[src/jid_defs.svh]
`ifndef JID_DEFS_SVH
`define JID_DEFS_SVH

// ==========================================================
// instruction register
`define JID_IR_W          16
`define JID_IR_RESET      16'h0004
`define JID_IR_CAPTURE    16'h0001
`define JID_IR_EXTEST     16'h0000
`define JID_IR_SAMPLE     16'h0002
`define JID_IR_IDCODE     16'h0004
`define JID_IR_BYPASS     16'hFFFF
`define JID_IR_FL_CTRL    16'h0082
`define JID_IR_FL_DATA    16'h0083
`define JID_IR_FL_ADDR    16'h0084
`define JID_IR_FL_SCALE   16'h0085

// ==========================================================
// data registers
`define JID_ID_W          32
// arbitrary identification value, lsb set as the scan standard demands
`define JID_IDCODE_VAL    32'h0000_1001
`define JID_IND_W         20
`define JID_IND_OP_HI     19
`define JID_IND_OP_LO     18
`define JID_IND_DATA_W    18
`define JID_IND_WR_BIT    18

// ==========================================================
// link pin synchroniser reset image: tck, tms, tdi low, trst_n high
`define JID_PIN_RESET     4'h8

`endif

[src/jid_pkg.sv]
`include "jid_defs.svh"

package jid_pkg;

  // ==========================================================
  // test access port controller states
  typedef enum logic [15:0] {
    TAP_RESET   = 16'h0001,
    TAP_IDLE    = 16'h0002,
    TAP_SEL_DR  = 16'h0004,
    TAP_CAP_DR  = 16'h0008,
    TAP_SH_DR   = 16'h0010,
    TAP_EX1_DR  = 16'h0020,
    TAP_PA_DR   = 16'h0040,
    TAP_EX2_DR  = 16'h0080,
    TAP_UPD_DR  = 16'h0100,
    TAP_SEL_IR  = 16'h0200,
    TAP_CAP_IR  = 16'h0400,
    TAP_SH_IR   = 16'h0800,
    TAP_EX1_IR  = 16'h1000,
    TAP_PA_IR   = 16'h2000,
    TAP_EX2_IR  = 16'h4000,
    TAP_UPD_IR  = 16'h8000
  } jid_tap_t;

  // ==========================================================
  // data register placed in the scan path
  typedef enum logic [3:0] {
    DR_ID  = 4'h1,
    DR_BYP = 4'h2,
    DR_BSR = 4'h4,
    DR_IND = 4'h8
  } jid_dr_t;

endpackage

[src/jid_sync.sv]
`timescale 1ns/10ps

// ==========================================================
// two-flop synchroniser for pins from the link
module jid_sync #(
  parameter int         W       = 1,
  parameter logic [W-1:0] RST_VAL = '0
) (
  input  wire logic         sys_clk,
  input  wire logic         rstn,
  input  wire logic [W-1:0] d,
  output logic      [W-1:0] q
);

  logic [W-1:0] meta_ff;

  // first stage feeds only the second stage
  always_ff @(posedge sys_clk) begin
    if (!rstn) begin
      meta_ff <= RST_VAL;
      q       <= RST_VAL;
    end else begin
      meta_ff <= d;
      q       <= meta_ff;
    end
  end

endmodule // jid_sync

[src/jid_top.sv]
`timescale 1ns/10ps
`include "jid_defs.svh"

// Summary of operation
// - IR holding 0x0004 puts the 32-bit identification register in the scan path.
// - IR holding 0xFFFF puts the bypass register between serial input and output.
// - IR 0x0082 routes scans to the flash interface control register.
// - IR 0x0083 routes scans to the flash interface data register.
// - IR 0x0084 routes scans to the flash address register.
// - IR 0x0085 routes scans to the flash timing prescale register.
// - IR is sixteen bits; test logic reset loads the identification instruction.
// - code 0 selects boundary register for full control; code 2 observes only.
// - bypass path is one bit; identification path is thirty-two bits.
// - indirect access: op field bits 19:18 above 18-bit data; poll, read, write.
module jid_top
  import jid_pkg::*;
(
  input  wire logic        sys_clk,
  input  wire logic        rstn,
  input  wire logic        tck,
  input  wire logic        tms,
  input  wire logic        tdi,
  input  wire logic        trst_n,
  output logic             tdo,
  output logic             tdo_oe,
  input  wire logic        bsr_tdo,
  output logic             bsr_capture,
  output logic             bsr_shift,
  output logic             bsr_update,
  output logic             bsr_tdi,
  output logic             bsr_extest,
  output logic             bsr_sel,
  input  wire logic [17:0] ind_rdata,
  input  wire logic        ind_busy,
  output logic             ind_capture,
  output logic             ind_update,
  output logic [1:0]       ind_reg_sel,
  output logic [1:0]       ind_op,
  output logic [17:0]      ind_wdata
);

  // ==========================================================
  // link pins, sampled by the system clock
  logic [3:0] pins_s;
  logic       tck_d_ff;

  jid_sync #(.W(4), .RST_VAL(`JID_PIN_RESET)) u_pin_sync (
    .sys_clk (sys_clk),
    .rstn    (rstn),
    .d       ({trst_n, tdi, tms, tck}),
    .q       (pins_s)
  );

  wire tck_s   = pins_s[0];
  wire tms_s   = pins_s[1];
  wire tdi_s   = pins_s[2];
  wire trstn_s = pins_s[3];
  // 80 ns link period gives ~5 system cycles per phase, ample for edge finding
  wire tck_rise = tck_s & ~tck_d_ff;
  wire tck_fall = ~tck_s & tck_d_ff;

  always_ff @(posedge sys_clk) begin
    if (!rstn) tck_d_ff <= 1'b0;
    else       tck_d_ff <= tck_s;
  end

  // ==========================================================
  // controller state
  jid_tap_t state_ff, nxt_state;

  always_comb begin
    case (state_ff)
      TAP_RESET:  nxt_state = tms_s ? TAP_RESET  : TAP_IDLE;
      TAP_IDLE:   nxt_state = tms_s ? TAP_SEL_DR : TAP_IDLE;
      TAP_SEL_DR: nxt_state = tms_s ? TAP_SEL_IR : TAP_CAP_DR;
      TAP_CAP_DR: nxt_state = tms_s ? TAP_EX1_DR : TAP_SH_DR;
      TAP_SH_DR:  nxt_state = tms_s ? TAP_EX1_DR : TAP_SH_DR;
      TAP_EX1_DR: nxt_state = tms_s ? TAP_UPD_DR : TAP_PA_DR;
      TAP_PA_DR:  nxt_state = tms_s ? TAP_EX2_DR : TAP_PA_DR;
      TAP_EX2_DR: nxt_state = tms_s ? TAP_UPD_DR : TAP_SH_DR;
      TAP_UPD_DR: nxt_state = tms_s ? TAP_SEL_DR : TAP_IDLE;
      TAP_SEL_IR: nxt_state = tms_s ? TAP_RESET  : TAP_CAP_IR;
      TAP_CAP_IR: nxt_state = tms_s ? TAP_EX1_IR : TAP_SH_IR;
      TAP_SH_IR:  nxt_state = tms_s ? TAP_EX1_IR : TAP_SH_IR;
      TAP_EX1_IR: nxt_state = tms_s ? TAP_UPD_IR : TAP_PA_IR;
      TAP_PA_IR:  nxt_state = tms_s ? TAP_EX2_IR : TAP_PA_IR;
      TAP_EX2_IR: nxt_state = tms_s ? TAP_UPD_IR : TAP_SH_IR;
      TAP_UPD_IR: nxt_state = tms_s ? TAP_SEL_DR : TAP_IDLE;
      default:    nxt_state = TAP_RESET;
    endcase
  end

  // test reset pin forces the controller home regardless of tck
  always_ff @(posedge sys_clk) begin
    if (!rstn || !trstn_s) state_ff <= TAP_RESET;
    else if (tck_rise)     state_ff <= nxt_state;
  end

  wire st_cap_dr = tck_rise && (state_ff == TAP_CAP_DR);
  wire st_sh_dr  = tck_rise && (state_ff == TAP_SH_DR);
  wire st_upd_dr = tck_rise && (state_ff == TAP_UPD_DR);

  // ==========================================================
  // instruction register: shift stage and active copy
  logic [`JID_IR_W-1:0] ir_sh_ff;
  logic [`JID_IR_W-1:0] ir_ff;

  always_ff @(posedge sys_clk) begin
    if (!rstn || state_ff == TAP_RESET) begin
      ir_sh_ff <= `JID_IR_CAPTURE;
      ir_ff    <= `JID_IR_RESET;
    end else if (tck_rise) begin
      if (state_ff == TAP_CAP_IR) ir_sh_ff <= `JID_IR_CAPTURE;
      if (state_ff == TAP_SH_IR)  ir_sh_ff <= {tdi_s, ir_sh_ff[`JID_IR_W-1:1]};
      if (state_ff == TAP_UPD_IR) ir_ff <= ir_sh_ff;
    end
  end

  // ==========================================================
  // instruction decode
  wire is_extest = (ir_ff == `JID_IR_EXTEST);
  wire is_sample = (ir_ff == `JID_IR_SAMPLE);
  wire is_idcode = (ir_ff == `JID_IR_IDCODE);
  wire is_fctrl  = (ir_ff == `JID_IR_FL_CTRL);
  wire is_fdata  = (ir_ff == `JID_IR_FL_DATA);
  wire is_faddr  = (ir_ff == `JID_IR_FL_ADDR);
  wire is_fscale = (ir_ff == `JID_IR_FL_SCALE);
  wire is_ind    = is_fctrl | is_fdata | is_faddr | is_fscale;
  // all ones and every unassigned code fall through to bypass
  wire jid_dr_t dr_sel = is_idcode               ? DR_ID  :
                         (is_extest | is_sample) ? DR_BSR :
                         is_ind                  ? DR_IND :
                                                   DR_BYP;
  wire [1:0] ind_idx = is_fctrl ? 2'd0 :
                       is_fdata ? 2'd1 :
                       is_faddr ? 2'd2 : 2'd3;

  // ==========================================================
  // identification and bypass registers
  logic [`JID_ID_W-1:0] id_sh_ff;
  logic                 byp_ff;

  always_ff @(posedge sys_clk) begin
    if (!rstn) begin
      id_sh_ff <= `JID_IDCODE_VAL;
      byp_ff   <= 1'b0;
    end else begin
      if (st_cap_dr && dr_sel == DR_ID) id_sh_ff <= `JID_IDCODE_VAL;
      if (st_sh_dr && dr_sel == DR_ID)  id_sh_ff <= {tdi_s, id_sh_ff[`JID_ID_W-1:1]};
      if (st_cap_dr && dr_sel == DR_BYP) byp_ff <= 1'b0;
      if (st_sh_dr && dr_sel == DR_BYP)  byp_ff <= tdi_s;
    end
  end

  // ==========================================================
  // indirect flash register, shifted in from the top so short writes stay left-justified
  logic [`JID_IND_W-1:0] ind_sh_ff;
  wire ind_is_write = ind_sh_ff[`JID_IND_OP_HI];     // 0x is poll and never updates

  always_ff @(posedge sys_clk) begin
    if (!rstn) begin
      ind_sh_ff <= '0;
    end else if (dr_sel == DR_IND) begin
      if (st_cap_dr) ind_sh_ff <= {1'b0, ind_rdata, ind_busy};
      if (st_sh_dr)  ind_sh_ff <= {tdi_s, ind_sh_ff[`JID_IND_W-1:1]};
    end
  end

  // requests toward the flash interface; one-cycle pulses
  always_ff @(posedge sys_clk) begin
    if (!rstn) begin
      ind_capture <= 1'b0;
      ind_update  <= 1'b0;
      ind_reg_sel <= 2'd0;
      ind_op      <= 2'd0;
      ind_wdata   <= '0;
    end else begin
      ind_capture <= st_cap_dr && dr_sel == DR_IND;
      ind_update  <= st_upd_dr && dr_sel == DR_IND && ind_is_write;
      if (st_upd_dr && dr_sel == DR_IND && ind_is_write) begin
        ind_reg_sel <= ind_idx;
        ind_op      <= ind_sh_ff[`JID_IND_OP_HI:`JID_IND_OP_LO];
        ind_wdata   <= ind_sh_ff[`JID_IND_DATA_W-1:0];
      end
    end
  end

  // ==========================================================
  // boundary register lives outside; this block only steers it
  always_ff @(posedge sys_clk) begin
    if (!rstn) begin
      bsr_capture <= 1'b0;
      bsr_shift   <= 1'b0;
      bsr_update  <= 1'b0;
      bsr_tdi     <= 1'b0;
      bsr_extest  <= 1'b0;
      bsr_sel     <= 1'b0;
    end else begin
      bsr_capture <= st_cap_dr && dr_sel == DR_BSR;
      bsr_shift   <= st_sh_dr && dr_sel == DR_BSR;
      bsr_update  <= st_upd_dr && is_extest;          // sample never drives pins
      bsr_tdi     <= tdi_s;
      bsr_extest  <= is_extest;
      bsr_sel     <= dr_sel == DR_BSR;
    end
  end

  // ==========================================================
  // serial output changes on the falling link edge
  wire sh_ir_now = (state_ff == TAP_SH_IR);
  wire sh_dr_now = (state_ff == TAP_SH_DR);
  wire dr_lsb = (dr_sel == DR_ID)  ? id_sh_ff[0]  :
                (dr_sel == DR_BSR) ? bsr_tdo      :
                (dr_sel == DR_IND) ? ind_sh_ff[0] : byp_ff;

  always_ff @(posedge sys_clk) begin
    if (!rstn) begin
      tdo    <= 1'b0;
      tdo_oe <= 1'b0;
    end else if (tck_fall) begin
      tdo    <= sh_ir_now ? ir_sh_ff[0] : dr_lsb;
      tdo_oe <= sh_ir_now | sh_dr_now;
    end
  end
endmodule // jid_top

[config.mk]
export PLATFORM = sky130hd
export DESIGN_NAME = jid_top
export DESIGN_NICKNAME = d
export VERILOG_FILES = /design/src/jid_pkg.sv /design/src/jid_sync.sv /design/src/jid_top.sv
export VERILOG_INCLUDE_DIRS = /design/src /design/src/src
export SDC_FILE = /design/constraint.sdc
export NUM_CORES = 1
export LEC_CHECK = 0
export BUFFER_PORTS_ARGS = -buffer_cell sky130_fd_sc_hd__clkbuf_2
export CAP_MARGIN = 10
export CORE_UTILIZATION = 60
export DETAILED_ROUTE_END_ITERATION = 7
export HOLD_SLACK_MARGIN = 0.05
export PLACE_DENSITY = 0.92
export SLEW_MARGIN = 20
export SYNTH_ARGS = -nofsm -noshare
export SYNTH_HDL_FRONTEND = slang
export SYNTH_SLANG_ARGS = --single-unit
export TNS_END_PERCENT = 30
[constraint.sdc]
create_clock -name sys_clk -period 5.6 [get_ports sys_clk]
set_clock_uncertainty 0.15 [all_clocks]
set_input_delay 1.68 -clock sys_clk [delete_from_list [all_inputs] [get_ports sys_clk]]
set_output_delay 1.68 -clock sys_clk [all_outputs]
set_load 0.01 [all_outputs]
# Word-level counts from Yosys, hierarchy flattened

Cells that the tools add are included.

Equal/unequal tests: 26
Muxes and demuxes: 31
Bitwise gates (word level): 9
Reductions and logical operators: 28

Operators with widths:

| kind                                                   | number |
|---|---|
| case mux 16 bit (12 select lines)                      | 1 |
| equality test 16 x 8 -> 1 bit (second input constant)  | 5 |
| two-way mux 16 bit                                     | 4 |
| two-way mux 32 bit                                     | 2 |
| two-way mux 20 bit                                     | 2 |
| equality test 16 x 2 -> 1 bit (second input constant)  | 2 |
| equality test 16 x 3 -> 1 bit (second input constant)  | 2 |
| two-way mux 9 bit                                      | 2 |
| equality test 16 x 1 -> 1 bit (second input constant)  | 1 |
| equality test 16 x 10 -> 1 bit (second input constant) | 1 |
| equality test 16 x 11 -> 1 bit (second input constant) | 1 |
| equality test 16 x 12 -> 1 bit (second input constant) | 1 |
| equality test 16 x 13 -> 1 bit (second input constant) | 1 |
| equality test 16 x 14 -> 1 bit (second input constant) | 1 |
| equality test 16 x 15 -> 1 bit (second input constant) | 1 |
| equality test 16 bit (second input constant)           | 1 |
| equality test 16 x 4 -> 1 bit (second input constant)  | 1 |
| equality test 16 x 5 -> 1 bit (second input constant)  | 1 |
| equality test 16 x 6 -> 1 bit (second input constant)  | 1 |
| equality test 16 x 7 -> 1 bit (second input constant)  | 1 |
| equality test 16 x 9 -> 1 bit (second input constant)  | 1 |
| zero test 16 bit                                       | 1 |
| two-way mux 15 bit                                     | 1 |
| logical AND 1 bit                                      | 13 |
| other kinds (22)                                       | 46 |

Bits in registers: 142
Bits of input ports: 26
Logic and storage cells: 116

# Logic depth before layout (Yosys ltp)

Gate-level depths: netlist of the first run.

Depth after elaboration: 12
Gate-level depth with buffers: 9
Gate-level depth less buffers: 5

# Cells and area by module

From an unflattened synthesis of the first run, not the netlist that was laid out.

Cell total of the unflattened synthesis: 676
Area, all modules: 6037.0 um2

By module, submodules not included:

| module   | instances | cells each | area an instance (um2) |
|---|---|---|---|
| jid_top  | 1         | 660        | 5826.8 |
| jid_sync | 1         | 16         | 210.2 |

# Least setup slack after synthesis of the first run

No wires, ideal clock.

Path kind: input port to flip-flop
From: input port rstn
To: register state_ff[0]
Setup time: 0.087 ns
Arrival time: 2.672 ns
Data required time: 5.363 ns
Path slack: 2.691 ns
Cell stages on the path: 5
Buffers on the path: 1
Path through: clkbuf_1 nand2_1 o32ai_1 or4_1 o31ai_1

Longest elaborated chain between the ends: 2

RTL lines:

| item                 | RTL line      | text |
|---|---|---|
| start, declared      | jid_top.sv:19 | `input wire logic rstn,` |
| zero test 1 bit      | -             |  |
| logical OR 1 bit     | jid_top.sv:95 | `if (!rstn \|\| !trstn_s) state_ff <= TAP_RESET;` |
| end signal, assigned | jid_top.sv:96 | `else if (tck_rise) state_ff <= nxt_state;` |
| end, declared        | jid_top.sv:69 | `jid_tap_t state_ff, nxt_state;` |

No other way between the ends.
A chain may end at the register's enable or synchronous reset.

# Worst setup path in the final report of the first run

Same ends and word-level chain as after synthesis.

==> run_results.csv, run 1 <==
group,metric,value,unit
critical_path,crit_path_max_fanout,49,
logic_synthesis,synth_edf_count,0,
finish,area_delta_synth_final,15.2,%
run_status,status,"finished, final reports clean",
clock_tree,post_cts_resize_count,0,
clock_tree,cts_tree,"done",
global_routing,grt_remaining_overflow,0,
clock_tree,cts_root_buf,"clkbuf_8",
finish,fin_util,0.724,
finish,diodes,0,
timing,relSlewSlack,0.300,
global_routing,first_global_vias,4766,
placement,place.gp.congestion,0.867,
logic_synthesis,synth_area,5890,sq um
logic_synthesis,synth_ff_type,"dfxtp_1",
global_routing,antenna_found_initial,0,
logic_synthesis,synth_cells,658,
logic_synthesis,ys_seq_area_frac,0.482,
routing,wl,14000,microns
timing,fin_crit_sh,0.581,
pwr,power_frac_seq,0.468,
clock_tree,cts_buffer_depth,2,
critical_path,reg2reg_depth,5,
critical_path,critPathKind,"in -> reg",
hold_path,min_to,"u_pin_sync.q[3]$_SDFF_PN1_",
placement,dpl.hpwl,8610,microns
critical_path,endpoint_kind,"flop",
clock_tree,cts.sinks,142,
routing,drt_iter0_drc,383,
logic_synthesis,synth_area_per_cell,8.96,sq um
logic_synthesis,synth_cell_types,52,
global_routing,grt_max_degree,50,
routing,ant_nets,0,
routing,drc,0,
placement,pre_cts_ws,1.90,ns
timing,layout_setup_ws,2.35,ns
floorplan,die_w,101,microns
pwr,power_leakage,2.73,nW
timing,tightest_slew,1.05,ns
hold_path,min_path_type,"reg -> reg",
critical_path,required,5.89,ns
routing,vias,5063,
placement,io_buffer_count,57,
timing,fin_crit,3.25,ns
timing,drv_slew,0,
critical_path,reg2reg_setup_slack,2.63,ns
timing,hold_violations,0,
clock_tree,cts_buffers,17,
logic_synthesis,yosysWarnings,0,
timing,final.setup.tns,0,ns
clock_tree,post_cts_buffers,0,
routing,post_drt_wl_per_cell,16.9,microns
critical_path,startpoint_type,"primary input",
clock_tree,clk_pin_slew,0.07,ns
timing,finalSetupViolations,0,
timing,max_freq,307,MHz
routing,first_pass_iters,5,
logic_synthesis,async_flop_share,0,
critical_path,cp.arrival,3.55,ns
floorplan,die_y,101,microns
pwr,swShare,0.241,
finish,layout-drive-gt1-share,0.157,
floorplan,rows,35,
pwr,net-switching-power,0.525,mW
floorplan,dieArea,10200,sq um
pwr,power_frac_clock,0.508,
clock_tree,worstSkewPairLatency,0.53,ns
clock_tree,postCtsHoldBufs,0,
pwr,combPwrFrac,0.025,
floorplan,initial_utilization,0.629,
pwr,pwr_density_cell,321,nW/um^2
hold_path,hold_path_depth,1,
job,maxCapViolCount,0,
clock_tree,cts-htree-levels,4,
global_routing,grt_usage,0.286,
logic_synthesis,synth_seq_cells,142,
floorplan,ios,58,
pwr,p_int,1.65,mW
pwr,vdd_ir_drop_max,0.000318,V
hold_path,hold_path_startpoint,"u_pin_sync.meta_ff[3]$_SDFF_PN1_",
logic_synthesis,synth_nets,684,
timing,rsz0062_at_grt,"false",
floorplan,core-area,9370,sq um
global_routing,grt_pass1_wl,22700,microns
critical_path,r2r-start,"ir_ff[6]$_SDFFE_PP0P_",
finish,nets,714,
critical_path,r2r-end,"ind_reg_sel[1]$_SDFFE_PN0P_",
routing,viasPerCell,6.10,
## Yosys cell counts (20+ instances only)
library cell	n	share of area
o211a_1	20	0.034
nor2_1	25	0.016
a21oi_1	38	0.032
clkbuf_1	38	0.024
dfxtp_1	142	0.48
nor2b_1	32	0.034
mux2i_1	20	0.034
nand2_1	116	0.074
a22oi_1	36	0.046
nand3_1	24	0.020
a21boi_0	23	0.029
## critical path, cell delays in order
cell and delay (ns):
clkbuf_2 0.41, nand2_1 0.64, o32ai_1 0.15, or4_1 0.46, o31ai_1 0.19
## through the flow
| stage | instances | hold slack, ns | instance area, sq um | total power, mW |
|---|---|---|---|---|
| after global routing | 830 | 0.303 | 6790 | 2.23 |
| after floorplan | 658 | 0.236 | 5890 | 1.07 |
| after detailed placement | 798 | 0.252 | 6190 | 1.09 |
| after CTS | 830 | 0.276 | 6780 | 2.18 |
| final | 830 | 0.279 | 6790 | 2.18 |
| after global placement | 798 | 0.245 | 6190 | 1.09 |
## flip-flops by register name, indices dropped and copies added (netlist names), 2 cells and up
name and flops:
ind_wdata 18, u_pin_sync.q 4, ir_ff 16, ind_sh_ff 20
ir_sh_ff 16, u_pin_sync.meta_ff 4, ind_op 2, id_sh_ff 32
state_ff 16, ind_reg_sel 2
## logic make-up after synthesis
kind of cell              after synthesis  synth area share
buffers and inverters                  56            0.0401
muxes                                  20            0.0340
xor gates and xnor gates                8            0.0119
and+or+nand+nor                       284             0.255
AOI/OAI and AO/OA                     148             0.177
DFF                                   142             0.482
## how the worst max path moves through the flow
stage / cells after the start / endpoint / slack [ns] / startpoint
after CTS: 5 / state_ff[0]$_SDFFE_PP1P_ / 2.40 / rstn
after global placement: 5 / state_ff[0]$_SDFFE_PP1P_ / 1.92 / rstn
after detailed placement: 5 / state_ff[0]$_SDFFE_PP1P_ / 1.90 / rstn
final: 5 / state_ff[0]$_SDFFE_PP1P_ / 2.35 / rstn
after global routing: 5 / state_ff[0]$_SDFFE_PP1P_ / 2.22 / rstn
after floorplan: 5 / state_ff[0]$_SDFFE_PP1P_ / 2.69 / rstn
## per-layer routing
metal | global-route usage | vias to the layer above | part of all wire
li1 | - | 2397 | -
met5 | 0 | - | 0
met2 | 0.474 | 230 | 0.49
met3 | 0.0562 | 45 | 0.065
met4 | 0.135 | 0 | 0.025
met1 | 0.360 | 2391 | 0.42
## power by group through the flow
stage / Clock (mW) / Combinational, mW / Sequential [mW]
after detailed placement: 0 / 0.0510 / 1.04
after global routing: 1.16 / 0.0576 / 1.02
after CTS: 1.11 / 0.0520 / 1.02
final: 1.10 / 0.0536 / 1.02
after global placement: 0 / 0.0497 / 1.04
after floorplan: 0 / 0.0340 / 1.04
## cell usage in the layout, fill, tap and decap left out, drive strengths merged, types with 5 or more instances in the layout
master,n
mux2i,20
nor2b,32
clkbuf,74
buf,7
o211a,20
nor2,25
and2,12
nor4b,8
or4,7
nand2,116
a22oi,36
nor3,7
dfxtp,142
inv,13
o21ai,10
nor4,17
or3,5
nand3,25
nand2b,10
a21oi,38
a21boi,23
## final cells by class
| class | instances | area (sq um) |
|---|---|---|
| repair buffers | 64 | 338 |
| clock buffers | 17 | 414 |
| fillers | 676 | 2580 |
| well taps | 129 | 161 |
| multi-input cells | 460 | 2850 |
| clock inverters | 15 | 170 |
| inverters | 3 | 11.3 |
| flip-flops and latches | 142 | 2840 |
Power figures use the tool's default switching activity.
==> run 2: changes to the inputs <==
--- a/config.mk
+++ b/config.mk
@@ -8,10 +8,10 @@
 export LEC_CHECK = 0
 export BUFFER_PORTS_ARGS = -buffer_cell sky130_fd_sc_hd__clkbuf_2
 export CAP_MARGIN = 10
-export CORE_UTILIZATION = 60
+export CORE_UTILIZATION = 59
 export DETAILED_ROUTE_END_ITERATION = 7
 export HOLD_SLACK_MARGIN = 0.05
-export PLACE_DENSITY = 0.92
+export PLACE_DENSITY = 0.91
 export SLEW_MARGIN = 20
 export SYNTH_ARGS = -nofsm -noshare
 export SYNTH_HDL_FRONTEND = slang
==> constraint.sdc (replaced) <==
create_clock -name sys_clk -period 3.2 [get_ports sys_clk]
set_clock_uncertainty 0.15 [all_clocks]
set_input_delay 0.96 -clock sys_clk [delete_from_list [all_inputs] [get_ports sys_clk]]
set_output_delay 0.96 -clock sys_clk [all_outputs]
set_load 0.01 [all_outputs]
==> run_results.csv, run 2 (synthesis gave the netlist of run 1 again) <==
group,metric,value,unit
floorplan,initial_utilization,0.606,
clock_tree,cts_root_buf,"clkbuf_8",
floorplan,ios,58,
finish,area_delta_synth_final,15.6,%
global_routing,grt_max_degree,51,
routing,first_pass_iters,5,
clock_tree,clk_pin_slew,0.06,ns
critical_path,cp_num_buf_inv,0,
critical_path,critPathMaxStageDelay,0.68,ns
timing,finalSetupViolations,0,
global_routing,grt_remaining_overflow,0,
placement,dpl.hpwl,8620,microns
pwr,p_int,2.90,mW
finish,regMostFlops,"id_sh_ff",
placement,place.gp.congestion,0.899,
clock_tree,cts_buffers,17,
critical_path,cp_slowest_cell,"or4_4",
routing,viasPerCell,6.00,
job,maxCapViolCount,0,
global_routing,use_met3,0.0670,
placement,pre_cts_ws,0.399,ns
finish,diodes,0,
placement,io_buffer_count,57,
clock_tree,postCtsHoldBufs,0,
critical_path,critPathKind,"reg -> reg",
pwr,p_total,3.75,mW
timing,rsz0062_at_grt,"false",
critical_path,r2r-start,"state_ff[4]$_SDFFE_PP0P_",
timing,tightest_slew,0.709,ns
finish,reg_top3,"id_sh_ff (32), ind_sh_ff (20), ind_wdata (18)",
finish,nets,721,
global_routing,grt_usage,0.271,
critical_path,startpoint_type,"flop",
pwr,power_frac_seq,0.475,
critical_path,path_delay_family,"simple AND/OR/NAND/NOR gates",
routing,wl,13800,microns
timing,hold_violations,0,
finish,final_common_cell,"dfxtp_1",
floorplan,die_y,102,microns
critical_path,required,3.47,ns
floorplan,dieArea,10400,sq um
finish,largest_register_ffs,32,
critical_path,startpoint,"state_ff[4]$_SDFFE_PP0P_",
routing,drt_iter0_drc,517,
global_routing,grt_util_met1,0.354,
timing,max_freq,350,MHz
clock_tree,worstSkewPairLatency,0.54,ns
pwr,swShare,0.227,
clock_tree,cts.sinks,142,
clock_tree,post_cts_resize_count,0,
global_routing,first_global_vias,4476,
global_routing,grt.busiest_layer,"met2",
floorplan,core-area,9730,sq um
pwr,net-switching-power,0.852,mW
timing,relSlewSlack,0.523,
pwr,power_leakage,2.75,nW
clock_tree,cts-htree-levels,4,
floorplan,rows,36,
critical_path,endpoint_kind,"flop",
critical_path,cp.arrival,3.13,ns
pwr,power_frac_clock,0.499,
timing,fin_crit_sh,0.893,
routing,ant_nets,0,
floorplan,die_w,102,microns
finish,mostFrequentLayoutCells,"dfxtp_1 (142), nand2_1 (116), clkbuf_2 (57), a21oi_1 (38), a22oi_1 (36)",
routing,post_drt_wl_per_cell,16.4,microns
timing,drv_slew,0,
timing,final.setup.tns,0,ns
hold_path,hold_path_startpoint,"u_pin_sync.meta_ff[3]$_SDFF_PN1_",
clock_tree,cts_buffer_depth,2,
pwr,vdd_ir_drop_max,0.000469,V
global_routing,grt_pass1_wl,21700,microns
finish,layout-drive-gt1-share,0.163,
timing,fin_crit,2.86,ns
pwr,pwr_density_cell,551,nW/um^2
global_routing,antenna_found_initial,0,
clock_tree,cts_tree,"done",
global_routing,grt_util_met2,0.426,
pwr,combPwrFrac,0.026,
routing,drc,0,
clock_tree,post_cts_buffers,0,
hold_path,min_path_type,"reg -> reg",
routing,vias,5039,
critical_path,crit_path_max_fanout,21,
timing,layout_setup_ws,0.343,ns
critical_path,worstPathCellList,"nor4_2, nand3_4, or4_4, or4_1, o211a_1",
run_status,status,"finished, final reports clean",
==> run 2: worst paths after layout <==
check | end | slack [ns] | cells past startpoint
setup / recovery | ind_reg_sel[1]$_SDFFE_PN0P_ | 0.34 | 5
hold / removal | u_pin_sync.q[3]$_SDFF_PN1_ | 0.28 | 1
setup reg to reg | ind_reg_sel[1]$_SDFFE_PN0P_ | 0.34 | 5
hold reg to reg | u_pin_sync.q[3]$_SDFF_PN1_ | 0.28 | 1
==> run 2: power groups by stage <==
stage	Sequential [mW]	Combinational, mW	Clock, mW
floorplan	1.82	0.0595	0
global placement	1.82	0.0910	0
detailed placement	1.82	0.0928	0
CTS	1.78	0.0953	1.89
global route	1.78	0.104	1.98
finish	1.78	0.0976	1.88
==> run 2: area by class of cell <==
type                    count  area (sq um)
repair buffers             71           390
clock buffers              19           442
fillers                   714          2920
flip-flops and latches    142          2840
clock inverters            12           123
inverters                   3          11.3
well taps                 133           166
multi-input cells         460          2840
==> run 2: stage by stage <==
stage	utilization	std cells	hold slack (ns)	cell area [sq um]
after floorplan	-	658	0.236	5890
final	0.700	840	0.277	6810
after detailed placement	0.642	809	0.266	6250
after global placement	0.642	809	0.242	6250
after CTS	0.700	840	0.280	6810
after global routing	0.700	840	0.300	6810
==> run 2: per-layer routing <==
| layer | vias up | share of wire |
|---|---|---|
| li1 | 2406 | - |
| met1 | 2380 | 0.42 |
| met2 | 217 | 0.49 |
| met3 | 36 | 0.066 |
| met4 | 0 | 0.025 |
| met5 | - | 0 |
